File: config.mk
export PLATFORM = sky130hd
export DESIGN_NAME = i2stx_chan
export DESIGN_NICKNAME = d
export VERILOG_FILES = /design/src/include/i2stx_pkg.sv /design/src/hdl/i2stx_bitclk.sv /design/src/hdl/i2stx_chan.sv
export SDC_FILE = /design/constraint.sdc
export NUM_CORES = 1
export LEC_CHECK = 0
export BUFFER_PORTS_ARGS = -buffer_cell sky130_fd_sc_hd__buf_4
export CORE_MARGIN = 5
export CORE_UTILIZATION = 35
export CTS_CLUSTER_DIAMETER = 80
export DETAILED_ROUTE_END_ITERATION = 12
export PLACE_DENSITY_LB_ADDON = 0.12
export SLEW_MARGIN = 0
export SYNTH_ARGS = -nofsm -noshare
export SYNTH_HDL_FRONTEND = slang
export SYNTH_SLANG_ARGS = --single-unit
File: constraint.sdc
create_clock -name clock -period 5.8 [get_ports clock]
set_input_delay 1.16 -clock clock [delete_from_list [all_inputs] [get_ports clock]]
set_output_delay 1.16 -clock clock [all_outputs]
set_load 0.005 [all_outputs]
File: src/include/i2stx_pkg.sv
// Constants for the serial audio transmit channel: register offsets,
// configuration field layout, encodings and link timing.
// Assumes a 200 MHz system clock and a plain strobe register port.
package i2stx_pkg;
  // Register offsets (byte addresses)
  localparam logic [7:0] REG_TX_CFG   = 8'h00;
  localparam logic [7:0] REG_JOINT_CFG = 8'h04;
  localparam logic [7:0] REG_CTRL     = 8'h08;
  localparam logic [7:0] REG_JOINT_EN = 8'h0c;
  localparam logic [7:0] REG_DATA     = 8'h10;
  localparam logic [7:0] REG_LEVEL    = 8'h14;
  localparam logic [7:0] REG_LIMIT    = 8'h18;
  localparam logic [7:0] REG_STATUS   = 8'h1c;
  localparam logic [7:0] REG_RX_CFG   = 8'h20;

  // Configuration word layout
  localparam int CFG_W          = 13;
  localparam int CFG_FMT_LSB    = 0;
  localparam int CFG_INV_BIT    = 2;
  localparam int CFG_MODE_LSB   = 3;
  localparam int CFG_MASTER_BIT = 5;
  localparam int CFG_SSZ_LSB    = 6;
  localparam int CFG_WSZ_LSB    = 9;
  localparam int CFG_REPEAT_BIT = 12;
  localparam logic [12:0] CFG_RST = 13'h0000;

  // Control bits and joint enable command bits
  localparam int CTRL_TX_EN_BIT = 0;
  localparam int CTRL_RX_EN_BIT = 1;
  localparam int JOINT_ON_BIT   = 0;
  localparam int JOINT_OFF_BIT  = 1;
  localparam int STAT_REQ_BIT   = 0;
  localparam int STAT_FULL_BIT  = 1;

  // FIFO: sixteen channel words, eight pairs
  localparam int FIFO_DEPTH = 16;
  localparam logic [4:0] FIFO_FULL = 5'h10;
  localparam logic [4:0] LIMIT_RST = 5'h00;

  typedef enum logic [1:0] {
    fmt_std           = 2'b00,
    fmt_left_aligned  = 2'b01,
    fmt_right_aligned = 2'b10
  } i2stx_fmt_e;

  typedef enum logic [1:0] {
    mode_dual      = 2'b00,
    mode_compact16 = 2'b01,
    mode_compact8  = 2'b10,
    mode_mono      = 2'b11
  } i2stx_mode_e;

  // Size codes: 0=32, 1=24, 2=20, 3=16, 4=8 bits
  localparam logic [2:0] SZ_32 = 3'h0;
  localparam logic [2:0] SZ_24 = 3'h1;
  localparam logic [2:0] SZ_20 = 3'h2;
  localparam logic [2:0] SZ_16 = 3'h3;

  // Master bit clock: half period in system cycles
  localparam int CLK_PERIOD_NS  = 5;
  localparam int LINK_PERIOD_NS = 160;
  localparam int HALF_CYC       = LINK_PERIOD_NS / (2 * CLK_PERIOD_NS);
endpackage

File: src/hdl/i2stx_bitclk.sv
// Bit clock source for the transmit channel: divider in master mode,
// synchroniser and edge finder in slave mode.
// Assumes the pin level may change at any time relative to clock.
`timescale 1ns/1ps
`default_nettype none
module i2stx_bitclk (
  input  wire logic clock,
  input  wire logic rst,
  input  wire logic en,
  input  wire logic master,
  input  wire logic inv,
  input  wire logic sclk_i,
  output logic      sclk_o,
  output logic      fall_p,
  output logic      rise_p
);
  logic [4:0] div_q;
  logic       lvl_q;
  logic       s1_q, s2_q, s3_q;
  logic       cur, prev;

  // Master divider; held still while disabled so the pin idles
  always_ff @(posedge clock or posedge rst) begin
    if (rst) begin
      div_q <= 5'h00;
      lvl_q <= 1'b0;
    end else if (!en || !master) begin
      div_q <= 5'h00;
      lvl_q <= 1'b0;
    end else if (div_q == 5'(i2stx_pkg::HALF_CYC - 1)) begin
      div_q <= 5'h00;
      lvl_q <= ~lvl_q;
    end else begin
      div_q <= div_q + 5'h01;
    end
  end

  // Pin synchroniser; only s2 and s3 feed the edge finder
  always_ff @(posedge clock or posedge rst) begin
    if (rst) begin
      s1_q <= 1'b0;
      s2_q <= 1'b0;
      s3_q <= 1'b0;
    end else begin
      s1_q <= sclk_i;
      s2_q <= s1_q;
      s3_q <= s2_q;
    end
  end

  // Logical clock: inversion undone so falls always mean data change
  always_comb begin
    if (master) begin
      cur  = lvl_q;
      prev = (div_q == 5'h00) ? ~lvl_q : lvl_q;
    end else begin
      cur  = s2_q ^ inv; // [RULE2]
      prev = s3_q ^ inv;
    end
  end

  assign sclk_o = lvl_q ^ inv; // [RULE2]
  assign fall_p = en && prev && !cur;
  assign rise_p = en && !prev && cur;
endmodule
`default_nettype wire

File: src/hdl/i2stx_chan.sv
// Serial audio transmit channel: registers, sample FIFO, framing and
// serialiser, plus the joint controls shared with the receive channel.
// Assumes the register master keeps to one-cycle strobes and that the
// receive channel honours rx_en and rx_cfg.
// Functional notes
// (RULE1) Standard, left or right aligned framing
// (RULE2) Bit clock polarity can be inverted
// (RULE3) Dual, compact16, compact8 and mono modes
// (RULE4) Master drives clocks, slave follows them
// (RULE5) Sample size 32, 24, 20, 16, 8
// (RULE6) Wire word size chosen independently
// (RULE7) Empty FIFO sends zero or repeats
// (RULE8) Dual mode: one write per channel, left first
// (RULE9) Compact16: left low half, right high
// (RULE10) Compact8: left 7:0, right 15:8
// (RULE11) Mono: one write per sample
// (RULE12) Host never pushes into a full FIFO
// (RULE13) Level readable, pair counts as two
// (RULE14) Unpaired left makes the level odd
// (RULE15) Request while level below limit
// (RULE16) Even limit, zero disables request
// (RULE17) Disabled channel drives no pins
// (RULE18) Software disables before reconfiguring
// (RULE19) Joint config writes both channels alike
// (RULE20) Joint enable starts both together
// (RULE21) Joint disable stops both together
// (RULE22) Disabled receiver captures nothing
// (RULE23) MSB first, standard delay one bit
//
// Decided for this implementation: the register addresses and the address-and-strobe port.
`timescale 1ns/1ps
`default_nettype none
module i2stx_chan (
  input  wire logic        clock,
  input  wire logic        rst,
  input  wire logic [7:0]  addr,
  input  wire logic [31:0] wr_data,
  input  wire logic        wr_en,
  input  wire logic        rd_en,
  output logic      [31:0] rd_data,
  input  wire logic        sclk_i,
  output logic             sclk_o,
  output logic             sclk_oe,
  input  wire logic        lrclk_i,
  output logic             lrclk_o,
  output logic             lrclk_oe,
  output logic             sd_o,
  output logic             sd_oe,
  output logic             tx_req,
  output logic             rx_en,
  output logic      [12:0] rx_cfg
);
  logic [12:0] cfg_q, rxcfg_q;
  logic        tx_en_q, rx_en_q;
  logic [4:0]  limit_q, count_q;
  logic [31:0] mem_q [i2stx_pkg::FIFO_DEPTH];
  logic [3:0]  wp_q, rp_q;
  logic [31:0] rd_q, e0, e1, word_q, word_sel;
  logic [31:0] last_q [2];
  logic [1:0]  n_push;
  logic        pop, fall_p, sclk_gen, new_slot, lr_next, bit_n;
  logic        lr_q, lr_cur_q, lr1_q, lr2_q, sd_q;
  logic [5:0]  mcnt_q, pos_q, pos_n, ssz, wsz, lead, k;
  logic [1:0]  fmt, mode;
  logic        master, inv, repeat_on;

  // Decode a size code to a bit count
  function automatic logic [5:0] size_bits(input logic [2:0] code);
    if (code == i2stx_pkg::SZ_32) begin
      size_bits = 6'h20;
    end else if (code == i2stx_pkg::SZ_24) begin
      size_bits = 6'h18;
    end else if (code == i2stx_pkg::SZ_20) begin
      size_bits = 6'h14;
    end else if (code == i2stx_pkg::SZ_16) begin
      size_bits = 6'h10;
    end else begin
      size_bits = 6'h08;
    end
  endfunction

  // Configuration fields
  assign fmt       = cfg_q[i2stx_pkg::CFG_FMT_LSB +: 2];
  assign mode      = cfg_q[i2stx_pkg::CFG_MODE_LSB +: 2]; // [RULE3]
  assign inv       = cfg_q[i2stx_pkg::CFG_INV_BIT];
  assign master    = cfg_q[i2stx_pkg::CFG_MASTER_BIT];
  assign repeat_on = cfg_q[i2stx_pkg::CFG_REPEAT_BIT];
  assign ssz       = size_bits(cfg_q[i2stx_pkg::CFG_SSZ_LSB +: 3]); // [RULE5]
  assign wsz       = size_bits(cfg_q[i2stx_pkg::CFG_WSZ_LSB +: 3]); // [RULE6]

  // Configuration and enables; joint paths touch both channels at once.
  // Changing cfg while enabled is allowed but can tear a frame. [RULE18]
  always_ff @(posedge clock or posedge rst) begin
    if (rst) begin
      cfg_q   <= i2stx_pkg::CFG_RST;
      rxcfg_q <= i2stx_pkg::CFG_RST;
      tx_en_q <= 1'b0;
      rx_en_q <= 1'b0;
      limit_q <= i2stx_pkg::LIMIT_RST;
    end else if (wr_en) begin
      if (addr == i2stx_pkg::REG_TX_CFG) begin
        cfg_q <= wr_data[12:0];
      end else if (addr == i2stx_pkg::REG_RX_CFG) begin
        rxcfg_q <= wr_data[12:0];
      end else if (addr == i2stx_pkg::REG_JOINT_CFG) begin
        cfg_q   <= wr_data[12:0]; // [RULE19]
        rxcfg_q <= wr_data[12:0];
      end else if (addr == i2stx_pkg::REG_CTRL) begin
        tx_en_q <= wr_data[i2stx_pkg::CTRL_TX_EN_BIT];
        rx_en_q <= wr_data[i2stx_pkg::CTRL_RX_EN_BIT];
      end else if (addr == i2stx_pkg::REG_JOINT_EN) begin
        if (wr_data[i2stx_pkg::JOINT_OFF_BIT]) begin
          tx_en_q <= 1'b0; // [RULE21]
          rx_en_q <= 1'b0;
        end else if (wr_data[i2stx_pkg::JOINT_ON_BIT]) begin
          tx_en_q <= 1'b1; // [RULE20]
          rx_en_q <= 1'b1;
        end
      end else if (addr == i2stx_pkg::REG_LIMIT) begin
        limit_q <= (wr_data[4:0] > i2stx_pkg::FIFO_FULL) ? i2stx_pkg::FIFO_FULL
                                                          : {wr_data[4:1], 1'b0}; // [RULE16]
      end
    end
  end

  // Receive channel gates its capture with rx_en [RULE22]
  assign rx_en  = rx_en_q;
  assign rx_cfg = rxcfg_q;

  // Split a data write into channel words
  always_comb begin
    e0 = wr_data;
    e1 = wr_data;
    case (mode)
      i2stx_pkg::mode_compact16: begin
        e0 = {16'h0000, wr_data[15:0]}; // [RULE9]
        e1 = {16'h0000, wr_data[31:16]};
      end
      i2stx_pkg::mode_compact8: begin
        e0 = {24'h000000, wr_data[7:0]}; // [RULE10]
        e1 = {24'h000000, wr_data[15:8]};
      end
      default: begin
        e0 = wr_data; // [RULE8] [RULE11]
        e1 = wr_data;
      end
    endcase
  end

  // Dual mode pushes one word; the others push a pair, mono duplicated.
  // A write without room is dropped whole so pairs never split. [RULE12]
  always_comb begin
    n_push = 2'd0;
    if (wr_en && addr == i2stx_pkg::REG_DATA) begin
      if (mode == i2stx_pkg::mode_dual) begin
        n_push = (count_q != i2stx_pkg::FIFO_FULL) ? 2'd1 : 2'd0; // [RULE8]
      end else begin
        n_push = (count_q < 5'(i2stx_pkg::FIFO_FULL - 1)) ? 2'd2 : 2'd0; // [RULE11]
      end
    end
  end

  // FIFO storage and pointers; level is the word count [RULE13] [RULE14]
  always_ff @(posedge clock or posedge rst) begin
    if (rst) begin
      wp_q    <= 4'h0;
      rp_q    <= 4'h0;
      count_q <= 5'h00;
    end else begin
      if (n_push != 2'd0) begin
        mem_q[wp_q] <= e0;
      end
      if (n_push == 2'd2) begin
        mem_q[wp_q + 4'h1] <= e1;
      end
      wp_q    <= wp_q + {2'b00, n_push};
      rp_q    <= rp_q + {3'b000, pop};
      count_q <= count_q + {3'b000, n_push} - {4'h0, pop};
    end
  end

  // Service request while the level is under the limit [RULE15] [RULE16]
  assign tx_req = (count_q < limit_q);

  // Bit clock edges from the divider or the pin
  i2stx_bitclk u_bitclk (
    .clock  (clock),
    .rst    (rst),
    .en     (tx_en_q),
    .master (master),
    .inv    (inv),
    .sclk_i (sclk_i),
    .sclk_o (sclk_gen),
    .fall_p (fall_p),
    .rise_p ()
  );

  // Frame clock pin synchroniser
  always_ff @(posedge clock or posedge rst) begin
    if (rst) begin
      lr1_q <= 1'b0;
      lr2_q <= 1'b0;
    end else begin
      lr1_q <= lrclk_i;
      lr2_q <= lr1_q;
    end
  end

  // Frame timing: own counter in master mode, pin in slave mode [RULE4]
  assign lr_next  = master ? ((mcnt_q == wsz - 6'h01) ? ~lr_q : lr_q) : lr2_q;
  assign new_slot = (lr_next != lr_cur_q);
  assign pos_n    = new_slot ? 6'h00 : pos_q + 6'h01;
  assign pop      = fall_p && new_slot && (count_q != 5'h00);

  // Slot and bit position, updated on data-change edges
  always_ff @(posedge clock or posedge rst) begin
    if (rst) begin
      mcnt_q   <= 6'h00;
      lr_q     <= 1'b1;
      lr_cur_q <= 1'b1;
      pos_q    <= 6'h00;
    end else if (!tx_en_q) begin
      // Primed so the first fall toggles into a full-length left slot
      mcnt_q   <= wsz - 6'h01;
      lr_q     <= 1'b1;
      lr_cur_q <= 1'b1;
      pos_q    <= 6'h00;
    end else if (fall_p) begin
      mcnt_q   <= (mcnt_q == wsz - 6'h01) ? 6'h00 : mcnt_q + 6'h01; // [RULE6]
      lr_q     <= lr_next; // Low selects left [RULE23]
      lr_cur_q <= lr_next;
      pos_q    <= pos_n;
    end
  end

  // Word for the slot: FIFO head, else zero or the last one sent [RULE7]
  always_comb begin
    word_sel = word_q;
    if (new_slot) begin
      if (count_q != 5'h00) begin
        word_sel = mem_q[rp_q];
      end else if (repeat_on) begin
        word_sel = last_q[lr_next];
      end else begin
        word_sel = 32'h00000000;
      end
    end
  end

  // First data bit position within the slot [RULE1] [RULE23]
  always_comb begin
    case (fmt)
      i2stx_pkg::fmt_std:           lead = 6'h01;
      i2stx_pkg::fmt_right_aligned: lead = (wsz > ssz) ? wsz - ssz : 6'h00;
      default:                      lead = 6'h00;
    endcase
    k     = pos_n - lead;
    bit_n = 1'b0;
    if (pos_n >= lead && k < ssz && pos_n < wsz) begin
      bit_n = word_sel[5'(ssz - 6'h01 - k)]; // MSB first [RULE5]
    end else if (fmt == i2stx_pkg::fmt_std && new_slot && ssz >= wsz) begin
      bit_n = word_q[5'(ssz - wsz)]; // Last bit spills into next slot [RULE23]
    end
  end

  // Serialiser registers
  always_ff @(posedge clock or posedge rst) begin
    if (rst) begin
      word_q    <= 32'h00000000;
      last_q[0] <= 32'h00000000;
      last_q[1] <= 32'h00000000;
      sd_q      <= 1'b0;
    end else if (!tx_en_q) begin
      sd_q <= 1'b0;
      word_q <= 32'h00000000; // No stale spill bit after enable
    end else if (fall_p) begin
      word_q <= word_sel;
      sd_q   <= bit_n;
      if (new_slot) begin
        last_q[lr_next] <= word_sel;
      end
    end
  end

  // Pin drivers; nothing is driven while disabled [RULE17] [RULE4]
  assign sd_o     = sd_q;
  assign sd_oe    = tx_en_q;
  assign sclk_o   = sclk_gen;
  assign sclk_oe  = tx_en_q && master;
  assign lrclk_o  = lr_q;
  assign lrclk_oe = tx_en_q && master;

  // Register reads answer one cycle later; unmapped reads return zero
  always_ff @(posedge clock or posedge rst) begin
    if (rst) begin
      rd_q <= 32'h00000000;
    end else if (rd_en) begin
      if (addr == i2stx_pkg::REG_TX_CFG) begin
        rd_q <= {19'h00000, cfg_q};
      end else if (addr == i2stx_pkg::REG_RX_CFG) begin
        rd_q <= {19'h00000, rxcfg_q};
      end else if (addr == i2stx_pkg::REG_CTRL) begin
        rd_q <= {30'h00000000, rx_en_q, tx_en_q};
      end else if (addr == i2stx_pkg::REG_LEVEL) begin
        rd_q <= {27'h0000000, count_q}; // [RULE13]
      end else if (addr == i2stx_pkg::REG_LIMIT) begin
        rd_q <= {27'h0000000, limit_q};
      end else if (addr == i2stx_pkg::REG_STATUS) begin
        rd_q <= {30'h00000000, count_q == i2stx_pkg::FIFO_FULL, tx_req};
      end else begin
        rd_q <= 32'h00000000;
      end
    end else begin
      rd_q <= 32'h00000000;
    end
  end
  assign rd_data = rd_q;
endmodule
`default_nettype wire

==> results.py <==
metrics = {
    "drt": {
        "route.detailed.wl_per_inst_um": 26.4,
        "routed_via_density": 5.50,
        "drc": 0,
        "drtAntennaViolNets": 0,
        "drt_iter0_drc": 1946,
        "firstDrtPassIters": 5,
        "via_count": 22190,
        "finalWirelength_um": 106000,
    },
    "sta": {
        "drv_slew": 0,
        "setup_viol": 0,
        "tightest_slew_ns": 1.28,
        "max_freq_mhz": 194,
        "finalCritPeriodShare_pct": 88.9,
        "rsz0062_at_grt": "false",
        "skew_ns": 0.0622,
        "min_period_ns": 5.16,
        "setup_tns_ns": 0,
        "hold_viol_final": 0,
        "max_slew_margin_pct": 14.3,
        "holdWs_ns": 0.350,
    },
    "power_and_ir_drop": {
        "p_int_uw": 8650,
        "swShare_pct": 26.2,
        "ir_drop_uv": 234,
        "pwr_density_cell_nw_per_um2": 307,
        "pwr-share-clk_pct": 42.1,
        "p_leak_uw": 0.0140,
        "pwr-share-comb_pct": 11.0,
        "p_seq_share_pct": 46.8,
        "switchingPower_uw": 3070,
    },
    "global_routing": {
        "grtUsageMet3_pct": 3.13,
        "use_met2_pct": 34.3,
        "grt_pass1_vias": 22572,
        "grt_max_degree": 66,
        "busiest_layer": "met2",
        "grtUsageTotal_pct": 20.6,
        "grt_overflow_total": 0,
        "antenna_found_initial": 2,
        "met1_usage_pct": 27.8,
        "grt_pass1_wl_um": 157000,
    },
    "setup_path": {
        "critPathMaxStageDelay_ns": 0.50,
        "crit_buf_inv": 2,
        "required_ns": 6.32,
        "reg2reg_slack_ns": 0.64,
        "cp_cell_sequence": "inv_1 -> a21oi_1 -> ha_1 -> xnor2_1 -> xnor2_1 -> a41oi_4 -> nand2b_1 -> ha_1 -> ha_1 -> xnor2_1 -> xnor2_1 -> ha_1 -> inv_1 -> fa_1 -> a21oi_1 -> nor2b_1 -> or4_1 -> a211oi_1 -> o311a_1 -> o211ai_1 -> a211oi_1 -> a211oi_1",
        "path_max_fanout": 6,
        "path_class": "reg -> reg",
        "slowest_stage": "xnor2_1",
        "arrival_ns": 5.68,
        "crit_family": "compound AO/OA/AOI/OAI gates",
        "crit_path_end_kind": "register",
        "cp-start-kind": "register",
    },
    "clock_network": {
        "cts_tree": "done",
        "cts_num_sinks": 691,
        "clk_latency_ns": 0.66,
        "cts_max_level": 3,
        "clockBufferDepth": 3,
        "cts_buffers": 79,
        "ctsRootBufferMaster": "clkbuf_16",
        "path_clk_slew_ns": 0.06,
    },
    "logic_synthesis": {
        "ys.flop_type": "edfxtp_1",
        "synth_top_cell_area_share_pct": 46.1,
        "yosysUniqueCellTypes": 76,
        "netlist_area_um2": 33400,
        "ys_ff_latch": 691,
        "yosysWarningCount": 0,
        "syn_inst": 2663,
        "synth_area_leader_cell": "edfxtp_1",
        "synth_edf_count": 512,
        "async_reset_ff_share_pct": 25.9,
        "yosysSeqAreaShare_pct": 59.5,
        "postSynthAreaPerCell_um2": 12.5,
        "synth_area_leaders": "edfxtp_1 (46%), dfrtp_1 (13%), mux4_2 (8.2%), o21ai_0 (4.8%), nand2_1 (4.7%)",
    },
    "job": {
        "cap_viol_max_count": 0,
    },
    "finish": {
        "fillers": 8904,
        "layout_common_cells": "edfxtp_1 (512), nand2_1 (419), o21ai_0 (311)",
        "multiInputGateArea_um2": 12600,
        "nNetsFinal": 2790,
        "layout_commonest_cell": "edfxtp_1",
        "regArea_um2": 19900,
        "layout-drive-gt1-share_pct": 20.1,
        "area_delta_synth_final_pct": 14.4,
        "instances_no_fill": 4034,
    },
    "floorplan": {
        "io_pins": 99,
        "dieArea_um2": 102000,
        "rows": 113,
        "die_y_um": 319,
        "die_w_um": 319,
        "core_region_area_um2": 94900,
        "start_util_pct": 35.2,
    },
    "worst_hold_path": {
        "hold_path.class": "reg -> reg",
    },
    "placed_design": {
        "io_buffers": 79,
        "dp_hpwl_um": 67000,
        "gp_congestion": 0.857,
        "dp.cells": 3883,
    },
    "outcome": {
        "status": "finished, final reports clean",
    },
}
-- power groups by stage --
stage | sequential [µW] | combinational (µW) | clock [µW]
floorplan | 5560 | 863 | 0
global placement | 5580 | 1260 | 0
detailed placement | 5590 | 1290 | 0
CTS | 5490 | 1290 | 5070
global route | 5490 | 1430 | 5260
finish | 5490 | 1290 | 4940
-- cells in the mapped netlist, types with 23 or more instances --
| master | count |
|---|---|
| clkbuf_1 | 148 |
| nand2_1 | 419 |
| edfxtp_1 | 512 |
| nand3_1 | 31 |
| a21boi_0 | 32 |
| mux2i_1 | 77 |
| a22oi_1 | 31 |
| a21oi_1 | 44 |
| mux4_2 | 122 |
| dfrtp_1 | 178 |
| ha_1 | 39 |
| buf_2 | 24 |
| nor2b_1 | 36 |
| buf_1 | 33 |
| nor3_1 | 27 |
| nor2_1 | 123 |
| inv_1 | 47 |
| o21ai_0 | 318 |
| buf_4 | 23 |
| a31oi_1 | 29 |
| mux2_2 | 105 |
-- registers in the layout, summed over array words and instances (netlist names), 4 cells and up --
signal	count
limit_q	4
cfg_q	13
last_q	64
rx_cfg	13
u_bitclk.div_q	5
rd_data	13
count_q	5
pos_q	6
rp_q	4
wp_q	4
mcnt_q	6
word_q	32
mem_q	512
-- worst register-to-register path, stage by stage (launching register included) --
cell and delay (ns):
dfrtp_1 0.44, inv_1 0.06, a21oi_1 0.37, ha_1 0.28
xnor2_1 0.11, xnor2_1 0.50, a41oi_4 0.22, nand2b_1 0.13
ha_1 0.18, ha_1 0.24, xnor2_1 0.16, xnor2_1 0.15
ha_1 0.17, inv_1 0.05, fa_1 0.44, a21oi_1 0.17
nor2b_1 0.06, or4_1 0.41, a211oi_1 0.26, o311a_1 0.23
o211ai_1 0.09, a211oi_1 0.19, a211oi_1 0.11
-- final timing paths --
path,from,endpoint,depth (start not counted)
hold reg to reg,u_bitclk.s1_q$_DFF_PP0_,u_bitclk.s2_q$_DFF_PP0_,0
min in group asynchronous,rst,wp_q[1]$_DFF_PP0_,3
max in group asynchronous,rst,rp_q[1]$_DFF_PP0_,4
hold / removal,u_bitclk.s1_q$_DFF_PP0_,u_bitclk.s2_q$_DFF_PP0_,0
setup / recovery,cfg_q[10]$_DFFE_PP0P_,sd_o$_DFFE_PP0P_,22
setup reg to reg,cfg_q[10]$_DFFE_PP0P_,sd_o$_DFFE_PP0P_,22
-- metrics by stage --
stage | worst slack [ns] | total power [µW] | utilization, % | area, µm²
final | 0.644 | 11700 | 40.2 | 38200
after global placement | 0.530 | 6850 | 37.5 | 35500
after floorplan | 0.0154 | 6420 | - | 33400
after global routing | 0.222 | 12200 | 40.2 | 38200
after CTS | 0.433 | 11800 | 40.2 | 38100
after detailed placement | 0.470 | 6880 | 37.5 | 35500
-- repair_timing --
| item | in CTS | in global routing |
|---|---|---|
| setup buffers | 0 | 0 |
| setup endpoints to repair | 0 | 1 |
| resized for setup | 0 | 1 |
| hold buffers | 0 | 0 |
-- routing by layer --
layer	part of all wire [%]	vias to the layer above
li1	-	9963
met1	43	11363
met2	48	688
met3	5.5	176
met4	3.5	0
met5	0	-
-- cell families (layout without fill, tap and decap cells) --
logic type | count (synthesis) | in the layout | synth area share, %
muxes | 305 | 305 | 14.1
adders and majority gates | 46 | 46 | 1.82
buffers and inverters | 276 | 362 | 3.45
other | 1 | 21 | 0.0112
DFF | 691 | 691 | 59.5
AOI/OAI and AO/OA | 594 | 594 | 10.9
xor gates and xnor gates | 32 | 32 | 0.840
and+or+nand+nor | 718 | 718 | 9.31
-- cell type report --
| type | instances | area share, % |
|---|---|---|
| well taps | 1265 | 4.15 |
| diodes | 2 | 0.0131 |
| clock buffers | 111 | 5.81 |
| flip-flops and latches | 691 | 52.1 |
| clock inverters | 37 | 1.01 |
| inverters | 48 | 0.482 |
| repair buffers | 166 | 3.40 |
| multi-input cells | 1714 | 33.1 |
No activity file was read; power rests on OpenSTA's default activity.
